`src/hw/config_load_consts.svh`:
```
// Constants for the configuration loader: addresses, frame layout, CRC and timing
`ifndef CONFIG_LOAD_CONSTS_SVH
`define CONFIG_LOAD_CONSTS_SVH

// ==========================================
// Address space of the byte-wide EPROM
`define CFG_ADDR_W 18
`define CFG_ADDR_BOTTOM 18'h00000
`define CFG_ADDR_TOP 18'h3ffff

// ==========================================
// Frame layout: data bytes, then CRC low byte, then CRC high byte
`define CFG_FRAME_BYTES 16
`define CFG_IMAGE_FRAMES 64
`define CFG_IDX_W 8
`define CFG_FRAME_CNT_W 16

// ==========================================
// Frame check: reflected CCITT polynomial, bits taken LSB first
`define CFG_CRC_W 16
`define CFG_CRC_POLY 16'h8408
`define CFG_CRC_INIT 16'hffff

// ==========================================
// Timing at the 50 MHz system clock
`define CFG_CLK_PERIOD_NS 20
`define CFG_INIT_TIME_NS 2000
`define CFG_INIT_CYCLES ((`CFG_INIT_TIME_NS + `CFG_CLK_PERIOD_NS - 1) / `CFG_CLK_PERIOD_NS)
`define CFG_INIT_CNT_W 16

`endif

```
`src/hw/config_load_pkg.sv`:
```
// Types shared by the configuration loader modules
package config_load_pkg;

  // ==========================================
  // Configuration scheme strapped on the mode pins
  typedef enum logic [2:0] {
    parallel_up_mode = 3'h0,
    parallel_down_mode = 3'h1,
    passive_parallel_async_mode = 3'h2,
    passive_parallel_sync_mode = 3'h3,
    passive_serial_mode = 3'h4,
    active_serial_mode = 3'h5
  } boot_mode_t;

  // ==========================================
  // Loader sequence, one-hot
  typedef enum logic [4:0] {
    ST_IDLE = 5'h01,
    ST_LOAD = 5'h02,
    ST_INIT = 5'h04,
    ST_USER = 5'h08,
    ST_FAULT = 5'h10
  } load_state_t;

endpackage

```
`src/hw/crc_link_if.sv`:
```
// Carrier between the loader sequence and its frame check engine
`timescale 1ns/100ps
`default_nettype none
`include "config_load_consts.svh"

interface crc_link_if;
  logic clear; // Restart the check value for a new frame
  logic take; // One data byte to fold in this cycle
  logic [7:0] data; // The byte itself
  logic [`CFG_CRC_W-1:0] crc; // Running check value, registered

  // ==========================================
  modport core (output clear, output take, output data, input crc);
  modport engine (input clear, input take, input data, output crc);
endinterface

`default_nettype wire

```
`src/hw/frame_crc.sv`:
```
// Per-frame CRC engine that folds in one byte per clock, LSB first
`timescale 1ns/100ps
`default_nettype none
`include "config_load_consts.svh"

module frame_crc (
  input wire logic clock,
  input wire logic rst_b,
  crc_link_if.engine link
);

  // ==========================================
  // Bit chain: stage i+1 is stage i after one serial bit
  logic [`CFG_CRC_W-1:0] stage [0:8]; // Intermediate values along the byte
  logic [`CFG_CRC_W-1:0] poly; // Feedback taps

  assign poly = `CFG_CRC_POLY;
  assign stage[0] = link.crc;

  genvar i;
  generate
    for (i = 0; i < 8; i++) begin : g_bit
      // Bit 0 of the byte enters first, matching the serial load order
      logic fb; // Feedback bit of this step
      assign fb = stage[i][0] ^ link.data[i];
      assign stage[i+1] = fb ? ((stage[i] >> 1) ^ poly) : (stage[i] >> 1);
    end
  endgenerate

  // ==========================================
  // Check register: clear wins so a new frame never inherits old bytes
  always_ff @(posedge clock) begin
    if (!rst_b || link.clear) begin
      link.crc <= `CFG_CRC_INIT;
    end else if (link.take) begin
      link.crc <= stage[8];
    end
  end

endmodule

`default_nettype wire

```
`src/hw/config_load_integrity.sv`:
```
// Configuration loader: EPROM address walk, frame CRC check, error and brown-out handling
`timescale 1ns/100ps
`default_nettype none
`include "config_load_consts.svh"

module config_load_integrity #(
  parameter int FRAME_BYTES = `CFG_FRAME_BYTES,
  parameter int IMAGE_FRAMES = `CFG_IMAGE_FRAMES,
  parameter int INIT_CYCLES = `CFG_INIT_CYCLES
) (
  input wire logic clock,
  input wire logic rst_b,
  input wire logic config_start_n,
  input wire logic power_fail,
  input wire config_load_pkg::boot_mode_t boot_mode,
  input wire logic data_valid,
  input wire logic [7:0] data_in,
  output logic [`CFG_ADDR_W-1:0] eprom_addr,
  output logic eprom_read_en,
  output logic config_status_n_o,
  output logic config_status_n_oe,
  output logic loading,
  output logic user_mode,
  output logic crc_error
);

  // ==========================================
  // Constants at the widths they meet
  localparam logic [`CFG_IDX_W-1:0] CRC_LO_IDX = `CFG_IDX_W'(FRAME_BYTES);
  localparam logic [`CFG_IDX_W-1:0] CRC_HI_IDX = `CFG_IDX_W'(FRAME_BYTES + 1);
  localparam logic [`CFG_FRAME_CNT_W-1:0] LAST_FRAME = `CFG_FRAME_CNT_W'(IMAGE_FRAMES - 1);
  localparam logic [`CFG_INIT_CNT_W-1:0] INIT_LAST = `CFG_INIT_CNT_W'(INIT_CYCLES - 1);

  // ==========================================
  // State
  config_load_pkg::load_state_t state; // Current step of the sequence
  config_load_pkg::load_state_t next_state; // Step for the next clock
  config_load_pkg::boot_mode_t mode; // Scheme latched at load start
  logic [`CFG_IDX_W-1:0] byte_idx; // Position inside the current frame
  logic [`CFG_FRAME_CNT_W-1:0] frame_cnt; // Frames accepted so far
  logic [`CFG_INIT_CNT_W-1:0] init_cnt; // Cycles left in initialisation
  logic [7:0] crc_lo; // Low check byte held until the high one arrives
  logic fault_power; // Fault was caused by a supply failure

  crc_link_if crc_link ();

  frame_crc u_crc (
    .clock(clock),
    .rst_b(rst_b),
    .link(crc_link)
  );

  // ==========================================
  // Decode
  wire start_low = !config_start_n; // Start pin low forces a fresh cycle
  wire take = (state == config_load_pkg::ST_LOAD) && data_valid; // Byte accepted
  wire in_data = byte_idx < CRC_LO_IDX; // Byte is payload
  wire is_crc_lo = byte_idx == CRC_LO_IDX; // Byte is check low
  wire is_crc_hi = byte_idx == CRC_HI_IDX; // Byte is check high
  wire crc_match = {data_in, crc_lo} == crc_link.crc; // Stream value against ours
  wire check_fail = take && is_crc_hi && !crc_match;
  wire frame_done = take && is_crc_hi && crc_match;
  wire image_done = frame_done && (frame_cnt == LAST_FRAME);
  wire active_scheme = (boot_mode == config_load_pkg::parallel_up_mode) ||
                       (boot_mode == config_load_pkg::parallel_down_mode) ||
                       (boot_mode == config_load_pkg::active_serial_mode);
  // Brown-out recovery only restarts by itself in the self-clocked schemes
  wire auto_go = fault_power && !power_fail && config_start_n && active_scheme;
  wire start_load = (next_state == config_load_pkg::ST_LOAD) &&
                    (state != config_load_pkg::ST_LOAD);
  wire up_walk = mode == config_load_pkg::parallel_up_mode;
  wire down_walk = mode == config_load_pkg::parallel_down_mode;
  wire next_mode_par = (boot_mode == config_load_pkg::parallel_up_mode) ||
                       (boot_mode == config_load_pkg::parallel_down_mode);
  wire status_low = (next_state == config_load_pkg::ST_IDLE) ||
                    (next_state == config_load_pkg::ST_FAULT);

  // Engine hookup: each frame restarts from the initial value
  assign crc_link.clear = start_load || frame_done || check_fail;
  assign crc_link.take = take && in_data;
  assign crc_link.data = data_in;

  // ==========================================
  // Next step; start pin low overrides everything
  always_comb begin
    next_state = state;
    if (start_low) begin
      next_state = config_load_pkg::ST_IDLE;
    end else begin
      case (state)
        config_load_pkg::ST_IDLE: begin
          if (!power_fail) begin
            next_state = config_load_pkg::ST_LOAD;
          end
        end
        config_load_pkg::ST_LOAD: begin
          if (power_fail || check_fail) begin
            next_state = config_load_pkg::ST_FAULT;
          end else if (image_done) begin
            next_state = config_load_pkg::ST_INIT;
          end
        end
        config_load_pkg::ST_INIT: begin
          if (power_fail) begin
            next_state = config_load_pkg::ST_FAULT;
          end else if (init_cnt == '0) begin
            next_state = config_load_pkg::ST_USER;
          end
        end
        config_load_pkg::ST_USER: begin
          if (power_fail) begin
            next_state = config_load_pkg::ST_FAULT;
          end
        end
        config_load_pkg::ST_FAULT: begin
          // Only a full new load leaves the fault; never straight to user
          if (auto_go) begin
            next_state = config_load_pkg::ST_LOAD;
          end
        end
        default: begin
          next_state = config_load_pkg::ST_IDLE;
        end
      endcase
    end
  end

  // ==========================================
  // Sequence register and latched scheme
  always_ff @(posedge clock) begin
    if (!rst_b) begin
      state <= config_load_pkg::ST_IDLE;
      mode <= config_load_pkg::parallel_up_mode;
    end else begin
      state <= next_state;
      if (start_load) begin
        mode <= boot_mode;
      end
    end
  end

  // ==========================================
  // Address walk; base offset is left to board logic
  always_ff @(posedge clock) begin
    if (!rst_b) begin
      eprom_addr <= `CFG_ADDR_BOTTOM;
    end else if (start_load) begin
      if (boot_mode == config_load_pkg::parallel_down_mode) begin
        eprom_addr <= `CFG_ADDR_TOP;
      end else begin
        eprom_addr <= `CFG_ADDR_BOTTOM;
      end
    end else if (take && up_walk && eprom_addr != `CFG_ADDR_TOP) begin
      eprom_addr <= eprom_addr + 1'b1;
    end else if (take && down_walk && eprom_addr != `CFG_ADDR_BOTTOM) begin
      eprom_addr <= eprom_addr - 1'b1;
    end
  end

  // ==========================================
  // Frame position, frame count and held check byte
  always_ff @(posedge clock) begin
    if (!rst_b || start_load) begin
      byte_idx <= '0;
      frame_cnt <= '0;
      crc_lo <= 8'h00;
    end else if (take) begin
      byte_idx <= is_crc_hi ? '0 : byte_idx + 1'b1;
      if (is_crc_lo) begin
        crc_lo <= data_in;
      end
      if (frame_done) begin
        frame_cnt <= frame_cnt + 1'b1;
      end
    end
  end

  // ==========================================
  // Initialisation delay after the last good frame
  always_ff @(posedge clock) begin
    if (!rst_b) begin
      init_cnt <= INIT_LAST;
    end else if (state != config_load_pkg::ST_INIT) begin
      init_cnt <= INIT_LAST;
    end else if (init_cnt != '0) begin
      init_cnt <= init_cnt - 1'b1;
    end
  end

  // ==========================================
  // Fault cause: cleared by a restart through the start pin
  always_ff @(posedge clock) begin
    if (!rst_b || start_low) begin
      fault_power <= 1'b0;
      crc_error <= 1'b0;
    end else begin
      if (next_state == config_load_pkg::ST_FAULT && power_fail) begin
        fault_power <= 1'b1;
      end else if (start_load) begin
        fault_power <= 1'b0;
      end
      if (check_fail) begin
        crc_error <= 1'b1;
      end else if (start_load) begin
        crc_error <= 1'b0;
      end
    end
  end

  // ==========================================
  // Pin outputs; status is open drain, so only the enable moves
  always_ff @(posedge clock) begin
    if (!rst_b) begin
      config_status_n_o <= 1'b0;
      config_status_n_oe <= 1'b1;
      loading <= 1'b0;
      user_mode <= 1'b0;
      eprom_read_en <= 1'b0;
    end else begin
      config_status_n_o <= 1'b0;
      config_status_n_oe <= status_low;
      loading <= next_state == config_load_pkg::ST_LOAD;
      user_mode <= next_state == config_load_pkg::ST_USER;
      eprom_read_en <= (next_state == config_load_pkg::ST_LOAD) &&
                       (start_load ? next_mode_par : (up_walk || down_walk));
    end
  end
endmodule

`default_nettype wire

```
`config.mk`:
```
export PLATFORM = sky130hd
export DESIGN_NAME = config_load_integrity
export DESIGN_NICKNAME = d
export VERILOG_FILES = /design/src/hw/config_load_pkg.sv /design/src/hw/crc_link_if.sv /design/src/hw/frame_crc.sv /design/src/hw/config_load_integrity.sv
export VERILOG_INCLUDE_DIRS = /design/src /design/src/hw
export SDC_FILE = /design/constraint.sdc
export NUM_CORES = 1
export LEC_CHECK = 0
export ABC_AREA = 1
export BUFFER_PORTS_ARGS = -buffer_cell sky130_fd_sc_hd__buf_4
export CORE_MARGIN = 3
export CORE_UTILIZATION = 41
export CTS_CLUSTER_DIAMETER = 60
export DETAILED_ROUTE_END_ITERATION = 12
export GPL_TIMING_DRIVEN = 0
export HOLD_SLACK_MARGIN = 0.05
export SYNTH_ARGS = -nofsm -noshare
export SYNTH_HDL_FRONTEND = slang
export SYNTH_SLANG_ARGS = --single-unit
```
`constraint.sdc`:
```
create_clock -name clock -period 4.1 [get_ports clock]
set_clock_uncertainty 0.1 [all_clocks]
set_input_delay 0.615 -clock clock [delete_from_list [all_inputs] [get_ports clock]]
set_output_delay 0.615 -clock clock [all_outputs]
set_load 0.02 [all_outputs]
```
==> results.sh, run 1 <==
export IMPL_grt_pass1_vias=5058
export IMPL_min_period_ns=3.64
export IMPL_ys_warnings_count=0
export IMPL_status="finished, final reports clean"
export IMPL_antenna_found_initial=0
export IMPL_port_buffers=37
export IMPL_detailedPlace_worstSlack_ns=-0.151
export IMPL_first_pass_iters=5
export IMPL_tightest_slew_ns=0.535
export IMPL_hold_violations=0
export IMPL_relSlewSlack_pct=64.1
export IMPL_yosysMostFrequentCell="nand2_1"
export IMPL_synth_top_cell_by_area="dfxtp_1"
export IMPL_path_max_fanout=19
export IMPL_maxCapViolCount=0
export IMPL_hpwl_um=10800
export IMPL_synth_area_leaders="dfxtp_1, nand2_1, nor2_1, inv_1, xor2_1"
export IMPL_grtUsageTotal_pct=18.0
export IMPL_synthDominantCellAreaShare_pct=32.1
export IMPL_synthTopCellsByCount="nand2_1, nor2_1, inv_1"
export IMPL_gr_total_overflow=0
export IMPL_critical_path_class="reg2reg"
export IMPL_start_kind="register"
export IMPL_io_pins=40
export IMPL_routed_via_density=4.86
export IMPL_worstPathRequired_ns=4.24
export IMPL_syn_inst=918
export IMPL_fin_nets=1004
export IMPL_drc=0
export IMPL_cts_buffer_depth=2
export IMPL_diodes=0
export IMPL_clk_latency_ns=0.34
export IMPL_post_cts_buffers=0
export IMPL_die_h_um=127
export IMPL_grt_max_degree=20
export IMPL_synth_net_count=956
export IMPL_synthFlopType="dfxtp_1"
export IMPL_fin_crit_sh_pct=88.7
export IMPL_grt_pass1_wl_um=24000
export IMPL_clock_root_buffer="clkbuf_16"
export IMPL_synthArstFlopShare_pct=0
export IMPL_setup_viol=0
export IMPL_die_area_mm2=0.0161
export IMPL_cts_tree="built"
export IMPL_worst_slack_ns=0.462
export IMPL_hold_path_class="reg2reg"
export IMPL_avgSynthCellArea_um2=6.53
export IMPL_worstSetupEndpointType="register"
export IMPL_syn_area_mm2=0.00599
export IMPL_cts_buffers=9
export IMPL_syn2layout_area_growth_pct=13.5
export IMPL_cts_sinks=96
export IMPL_seq_area_frac_synth_pct=32.1
export IMPL_coreArea_mm2=0.0141
export IMPL_fin_total_pwr_mw=2.35
export IMPL_start_util_pct=42.5
export IMPL_path_clk_slew_ns=0.07
export IMPL_drt_iter0_markers=379
export IMPL_die_w_um=127
export IMPL_gp_congestion=0.837
export IMPL_maxSlewViolCount=0
export IMPL_wl_per_cell_um=12.4
export IMPL_synth_seq_cells=96
export IMPL_drive_above_1_share_pct=9.89
export IMPL_rsz0062_at_grt="no"
export IMPL_h_tree_depth=3
export IMPL_arrival_ns=3.78
export IMPL_via_count=5596
export IMPL_antenna_left=0
export IMPL_synth_edf_count=0
export IMPL_vdd_drop_max_uv=228
export IMPL_rrSetupSlack_ns=0.46
export IMPL_drt_wl_total_um=14200
export IMPL_ys_types=46
export IMPL_std_cell_rows=43
export IMPL_power_density_mw_per_mm2=345
export IMPL_clock_fmax_mhz=275
export IMPL_p_leak_nw=3.25
==> final timing paths <==
kind	start	to	depth (start not counted)
max	state[3]	eprom_addr[12]	15
min	fault_power	fault_power	2
max reg2reg	state[3]	eprom_addr[12]	15
min reg2reg	fault_power	fault_power	2
==> per-stage QoR <==
stage	TNS, ns	hold WS [ns]	utilization [%]	std cells	cell area, um^2
finish	0	0.368	48.3	1151	6810
global route	0	0.404	48.3	1151	6810
CTS	0	0.373	48.2	1151	6800
detailed placement	-0.207	0.365	46.1	1135	6500
global placement	-0.247	0.356	46.1	1135	6500
floorplan	0	0.338	-	918	5990
==> worst max-delay path, stage by stage, from the launching register on <==
cell	delay, ns
dfxtp_1	0.35
nor2_4	0.17
nand4_4	0.23
nor4_2	0.33
nand2_2	0.38
ha_1	0.46
a21oi_1	0.29
o21a_1	0.16
nand2_1	0.11
a21boi_0	0.32
o21ai_0	0.17
xor2_1	0.17
nand2_1	0.08
nand2_1	0.04
nor2_1	0.12
nor2_2	0.04
==> kinds of logic after synthesis <==
logic type / Yosys count / synth area share, %
fa+ha+maj: 22 / 4.72
flops: 96 / 32.1
simple gates: 502 / 37.1
xor+xnor: 42 / 6.14
compound gates: 114 / 10.3
buf+inv: 141 / 9.62
other cells: 1 / 0.0626
==> layer usage <==
metal / up-vias / GRT usage (%) / share of wire [%]
li1: 3037 / - / -
met3: 18 / 3.12 / 4.0
met1: 2462 / 25.9 / 52
met4: 0 / 5.80 / 2.1
met2: 79 / 27.4 / 42
met5: - / 0 / 0
==> cell type report <==
| cell class | instances | area, um^2 |
|---|---|---|
| flip-flops and latches | 96 | 1920 |
| repair buffers | 37 | 278 |
| multi-input cells | 681 | 3500 |
| clock buffers | 13 | 260 |
| inverters | 122 | 458 |
| well taps | 180 | 225 |
| plain buffers | 19 | 119 |
| clock inverters | 3 | 40.0 |
| fillers | 1494 | 7290 |
==> state kept, by name (all words and copies together) (netlist names) <==
signal / count
mode: 3
crc_lo: 8
user_mode: 1
crc_error: 1
byte_idx: 8
eprom_addr: 18
state: 5
frame_cnt: 16
config_status_n_oe: 1
init_cnt: 16
fault_power: 1
u_crc.link.crc: 16
loading: 1
eprom_read_en: 1
==> report_power, final <==
part	switching [mW]	internal, mW	leakage, nW
clock network	0.350	0.505	0.150
logic	0.313	0.199	2.33
registers	0.0279	0.954	0.778
==> layout by cell type (no fill, tap or decap), types with 5 or more instances in the layout <==
cell and count:
inv_2 7, nand3_1 50, nor2_2 9, ha_1 21, clkbuf_1 8, a21oi_1 49
inv_1 113, dfxtp_1 96, clkbuf_16 9, nor2_1 120, o21ai_0 46, nand3b_1 6
nand4_1 17, xor2_1 31, buf_2 5, nor3_1 21, nor4_1 12, nand2_1 246
buf_4 41, xnor2_1 11
==> what timing repair did <==
action,in CTS,in global routing
setup endpoints to repair,0,10
resized for setup,0,2
hold buffers,0,0
(Power assumes the default switching activity.)
==> inputs of run 2 (changes only) <==
--- a/config.mk
+++ b/config.mk
@@ -10,6 +10,7 @@
 export BUFFER_PORTS_ARGS = -buffer_cell sky130_fd_sc_hd__buf_4
 export CORE_MARGIN = 3
 export CORE_UTILIZATION = 41
+export CTS_BUF_LIST = sky130_fd_sc_hd__clkbuf_8
 export CTS_CLUSTER_DIAMETER = 60
 export DETAILED_ROUTE_END_ITERATION = 12
 export GPL_TIMING_DRIVEN = 0
==> run 2 against run 1 <==
Compared with the run above:
- die area is the same
- final cell count unchanged
- sequential share of layout area up 0.43 points
- sequential cell count unchanged
- final area is 1.5% lower
- combinational power about the same
- core utilization decreased by 0.72 points
- largest power group unchanged
- highest routed layer unchanged
==> results.sh, run 2 (synthesized netlist as in run 1, its figures left out) <==
export IMPL_io_pins=40
export IMPL_path_buf_inv=0
export IMPL_arrival_ns=3.82
export IMPL_fin_total_pwr_mw=2.13
export IMPL_clock_fmax_mhz=275
export IMPL_cts_sinks=96
export IMPL_h_tree_depth=3
export IMPL_grtUsageTotal_pct=18.0
export IMPL_clock_root_buffer="clkbuf_8"
export IMPL_gp_congestion=0.837
export IMPL_worstPathRequired_ns=4.28
export IMPL_critical_path_class="reg2reg"
export IMPL_layout_commonest_cell="nand2_1"
export IMPL_setup_viol=0
export IMPL_p_leak_nw=3.22
export IMPL_crit_path_end="eprom_addr[12]"
export IMPL_die_h_um=127
export IMPL_r2r_start="state[3]"
export IMPL_cp_common_cell="nand2_1"
export IMPL_critPathLaunch="state[3]"
export IMPL_worstSetupEndpointType="register"
export IMPL_cts_buffer_depth=2
export IMPL_post_cts_buffers=0
export IMPL_std_cell_rows=43
export IMPL_cts_tree="built"
export IMPL_cts_buffers=9
export IMPL_cp_top_family="simple AND/OR/NAND/NOR gates"
export IMPL_maxSlewViolCount=0
export IMPL_worst_path_largest_cell_delay_ns=0.46
export IMPL_detailedPlace_worstSlack_ns=-0.151
export IMPL_worst_slack_ns=0.462
export IMPL_drc=0
export IMPL_antenna_found_initial=0
export IMPL_drt_iter0_markers=323
export IMPL_fin_crit_sh_pct=88.7
export IMPL_gr_total_overflow=0
export IMPL_cp_slowest_cell="ha_1"
export IMPL_hold_path_class="reg2reg"
export IMPL_drt_wl_total_um=14200
export IMPL_timing_hold_ws_ns=0.372
export IMPL_syn2layout_area_growth_pct=11.9
export IMPL_dpl_cell_area_mm2=0.00650
export IMPL_drive_above_1_share_pct=9.89
export IMPL_grt_pass1_vias=5034
export IMPL_status="finished, final reports clean"
export IMPL_layout_common_cells="nand2_1, nor2_1, inv_1"
export IMPL_hpwl_um=10800
export IMPL_timing_rr_end="eprom_addr[12]"
export IMPL_path_clk_slew_ns=0.09
export IMPL_wl_per_cell_um=12.3
export IMPL_die_w_um=127
export IMPL_largest_register_ffs=18
export IMPL_antenna_left=0
export IMPL_grt_max_degree=20
export IMPL_die_area_mm2=0.0161
export IMPL_fin_area_mm2=0.00670
export IMPL_relSlewSlack_pct=64.1
export IMPL_maxCapViolCount=0
export IMPL_vdd_drop_max_uv=203
export IMPL_path_max_fanout=19
export IMPL_rsz0062_at_grt="no"
export IMPL_start_kind="register"
export IMPL_power_density_mw_per_mm2=318
export IMPL_fin_nets=1004
export IMPL_min_period_ns=3.64
export IMPL_largest_register="eprom_addr"
export IMPL_worst_r2r_cell_count=15
export IMPL_rrSetupSlack_ns=0.46
export IMPL_fill_cells=1503
export IMPL_tightest_slew_ns=0.535
export IMPL_port_buffers=37
export IMPL_hold_violations=0
export IMPL_diodes=0
export IMPL_grt_pass1_wl_um=23800
export IMPL_start_util_pct=42.5
export IMPL_crit_chain="nor2_4, nand4_4, nor4_2, nand2_2, ha_1, a21oi_1, o21a_1, nand2_1, a21boi_0, o21ai_0, xor2_1, nand2_1, nand2_1, nor2_1, nor2_2"
export IMPL_fin_util_pct=47.6
export IMPL_routed_via_density=4.88
export IMPL_coreArea_mm2=0.0141
export IMPL_crit_cells=15
export IMPL_via_count=5612
export IMPL_clk_latency_ns=0.38
export IMPL_first_pass_iters=5
run 2: cell count changes in the layout (fill, tap and decap cells not counted):
cell	previous run	this run
clkbuf_8	2	11
inv_1	113	115
clkbuf_1	8	6
clkbuf_16	9	0
run 2: final cells by class:
type                    count  area, um^2  share of cell area [%]
flip-flops and latches     96        1920                    28.7
clock inverters             5        47.5                   0.709
inverters                 122         458                    6.83
clock buffers              11         151                    2.26
repair buffers             37         278                    4.14
multi-input cells         681        3500                    52.3
plain buffers              19         119                    1.77
well taps                 180         225                    3.36
run 2: how the worst min path moves through the flow:
stage | endpoint | cells after the start | startpoint
after floorplan | fault_power | 2 | fault_power
after global placement | init_cnt[3] | 2 | init_cnt[3]
after detailed placement | init_cnt[3] | 2 | init_cnt[3]
after CTS | fault_power | 2 | fault_power
after global routing | mode[2] | 3 | boot_mode[2]
final | fault_power | 2 | fault_power
run 2: stage by stage:
step / TNS, ns / cells
after CTS: 0 / 1151
final: 0 / 1151
after detailed placement: -0.207 / 1135
after global routing: 0 / 1151
after global placement: -0.247 / 1135
after floorplan: 0 / 918
run 2: per-layer routing:
layer	track usage, %	part of all wire, %
met4	4.29	1.4
met1	26.0	52
met3	4.13	4.1
met5	0	0
met2	27.1	42
run 2: what timing repair did:
item	CTS	global route
hold buffers	0	0
endpoints found under the setup margin	0	10
resized for setup	0	2
run 2: where the power goes:
| group | internal [mW] | switching [mW] | total [mW] | leakage (nW) |
|---|---|---|---|---|
| combinational | 0.199 | 0.313 | 0.513 | 2.33 |
| sequential | 0.953 | 0.0280 | 0.981 | 0.778 |
| clock | 0.309 | 0.328 | 0.637 | 0.112 |
run 2: tightest hold or removal path: stages (launching register included):
cell and delay, ns:
dfxtp_1 0.32, nand2_1 0.06, a21oi_1 0.05
==> inputs of run 3 (changes only) <==
==> constraint.sdc (replaced) <==
create_clock -name clock -period 3.3 [get_ports clock]
set_clock_uncertainty 0.1 [all_clocks]
set_input_delay 0.495 -clock clock [delete_from_list [all_inputs] [get_ports clock]]
set_output_delay 0.495 -clock clock [all_outputs]
set_load 0.02 [all_outputs]
==> run 3 against run 2 <==
Compared with the run above:
- final cell count up 0.87%
- combinational power increased by 33%
- sequential power is 24% higher
- final area is 1.9% higher
- fmax is 16% higher
- wire length grew 1.7%
- hold slack worse by 0.076 ns
- worst setup slack lost 0.30 ns
- via count rose by 1.1%
- critical endpoint is now eprom_addr[7]
- largest power group unchanged
- highest routed layer unchanged
==> results.sh, run 3 (synthesized netlist as in run 1, its figures left out) <==
export IMPL_cts_buffer_depth=2
export IMPL_fill_cells=1491
export IMPL_antenna_left=0
export IMPL_start_util_pct=42.5
export IMPL_worst_path_largest_cell_delay_ns=0.42
export IMPL_worstSetupEndpointType="register"
export IMPL_place_inst=1135
export IMPL_clock_root_buffer="clkbuf_8"
export IMPL_io_pins=40
export IMPL_path_clk_slew_ns=0.09
export IMPL_largest_register_ffs=18
export IMPL_setup_viol=0
export IMPL_critical_path_class="reg2reg"
export IMPL_clock_fmax_mhz=319
export IMPL_r2r_start="eprom_addr[12]"
export IMPL_cts_sinks=96
export IMPL_start_kind="register"
export IMPL_p_leak_nw=3.27
export IMPL_maxSlewViolCount=0
export IMPL_drc=0
export IMPL_die_area_mm2=0.0161
export IMPL_drt_wl_total_um=14400
export IMPL_gp_congestion=0.837
export IMPL_syn2layout_area_growth_pct=14.0
export IMPL_wl_per_cell_um=12.4
export IMPL_fin_nets=1014
export IMPL_path_buf_inv=3
export IMPL_vdd_drop_max_uv=250
export IMPL_multi_input_area_mm2=0.00356
export IMPL_drive_above_1_share_pct=12.0
export IMPL_cts_buffers=9
export IMPL_min_period_ns=3.13
export IMPL_worst_r2r_cell_count=16
export IMPL_die_w_um=127
export IMPL_gr_total_overflow=0
export IMPL_layout_commonest_cell="nand2_1"
export IMPL_hold_violations=0
export IMPL_maxCapViolCount=0
export IMPL_clk_latency_ns=0.37
export IMPL_rrSetupSlack_ns=0.17
export IMPL_arrival_ns=3.31
export IMPL_min_from="boot_mode[2]"
export IMPL_worstPathRequired_ns=3.47
export IMPL_layout_common_cells="nand2_1, nor2_1, inv_1"
export IMPL_largest_register="eprom_addr"
export IMPL_via_count=5675
export IMPL_cp_slowest_cell="dfxtp_1"
export IMPL_hold_path_end="mode[2]"
export IMPL_timing_rr_end="eprom_addr[7]"
export IMPL_crit_chain="inv_1, nor4_2, nand4_1, nand2_2, buf_4, ha_1, a21oi_1, o21ai_2, a21oi_1, o21bai_1, buf_4, xor2_1, nand2_1, nand2_1, nor2_1, nor2_2"
export IMPL_drt_iter0_markers=313
export IMPL_relSlewSlack_pct=63.6
export IMPL_port_buffers=37
export IMPL_tightest_slew_ns=0.542
export IMPL_stdcell_count=1161
export IMPL_cp_top_family="simple AND/OR/NAND/NOR gates"
export IMPL_timing_hold_ws_ns=0.296
export IMPL_fin_crit_sh_pct=95.0
export IMPL_grt_max_degree=15
export IMPL_cts_hold_buf=0
export IMPL_hpwl_um=10800
export IMPL_diodes=0
export IMPL_grt_pass1_wl_um=23900
export IMPL_first_pass_iters=4
export IMPL_coreArea_mm2=0.0141
export IMPL_status="finished, final reports clean"
export IMPL_antenna_found_initial=0
export IMPL_h_tree_depth=3
export IMPL_path_max_fanout=7
export IMPL_die_h_um=127
export IMPL_grt_pass1_vias=5055
export IMPL_cts_tree="built"
export IMPL_std_cell_rows=43
export IMPL_min_path_cells=3
export IMPL_routed_via_density=4.89
export IMPL_power_density_mw_per_mm2=394
export IMPL_grtUsageTotal_pct=18.0
export IMPL_seqCellArea_mm2=0.00192
export IMPL_hold_path_class="in2reg"
==> run 3: per-stage QoR <==
| stage | util [%] | worst slack, ns | cell area [um^2] | power (mW) | TNS, ns |
|---|---|---|---|---|---|
| global route | 48.5 | -0.115 | 6830 | 2.86 | -0.836 |
| detailed placement | 46.1 | -0.831 | 6500 | 1.88 | -7.49 |
| finish | 48.5 | 0.166 | 6830 | 2.69 | 0 |
| global placement | 46.1 | -0.851 | 6500 | 1.88 | -7.72 |
| floorplan | - | 0.198 | 5990 | 1.71 | 0 |
| CTS | 47.8 | 0.0748 | 6740 | 2.68 | 0 |
==> run 3: cell type report <==
type,instances,area share (%)
Sequential cell,96,28.1
Multi-Input combinational cell,681,52.1
Inverter,122,6.70
Timing Repair Buffer,47,5.16
Clock buffer,11,2.22
Clock inverter,5,0.696
Tap cell,180,3.30
Buffer,19,1.74
==> run 3: how the worst max path moves through the flow <==
| stage | to | from | slack, ns | depth (start not counted) |
|---|---|---|---|---|
| 2_1_floorplan | eprom_addr[12] | state[3] | 0.20 | 16 |
| 3_3_place_gp | eprom_addr[12] | data_valid | -0.85 | 15 |
| 3_5_place_dp | eprom_addr[12] | data_valid | -0.83 | 15 |
| 4_1_cts | eprom_addr[15] | state[3] | 0.07 | 17 |
| 5_1_grt | eprom_addr[7] | eprom_addr[11] | -0.12 | 16 |
| 6_report | eprom_addr[7] | eprom_addr[12] | 0.17 | 16 |
==> run 3: repair_timing <==
item | 4_1_cts | 5_1_grt
buffers inserted | 4 | 6
pin swaps | 1 | 5
setup endpoints to repair | 15 | 9
resized for setup | 4 | 15
==> run 3: worst register-to-register path, cell delays in order, from the launching register on <==
cell and delay [ns]:
dfxtp_1 0.42, inv_1 0.09, nor4_2 0.36, nand4_1 0.22, nand2_2 0.14, buf_4 0.17, ha_1 0.29, a21oi_1 0.24
o21ai_2 0.09, a21oi_1 0.21, o21bai_1 0.15, buf_4 0.15, xor2_1 0.14, nand2_1 0.07, nand2_1 0.05, nor2_1 0.11
nor2_2 0.04
==> run 3: per-layer routing <==
metal  vias up  share of wire [%]  global-route usage, %
met4         0                1.2                   4.29
met3        11                4.0                   4.13
met5         -                  0                      0
met2        83                 42                   27.3
li1       3053                  -                      -
met1      2528                 52                   26.0
==> run 3: where the power goes <==
| part | internal, mW | total (mW) | switching [mW] |
|---|---|---|---|
| logic | 0.277 | 0.684 | 0.406 |
| registers | 1.18 | 1.22 | 0.0354 |
| clock network | 0.384 | 0.790 | 0.406 |
| total | 1.85 | 2.69 | 0.848 |
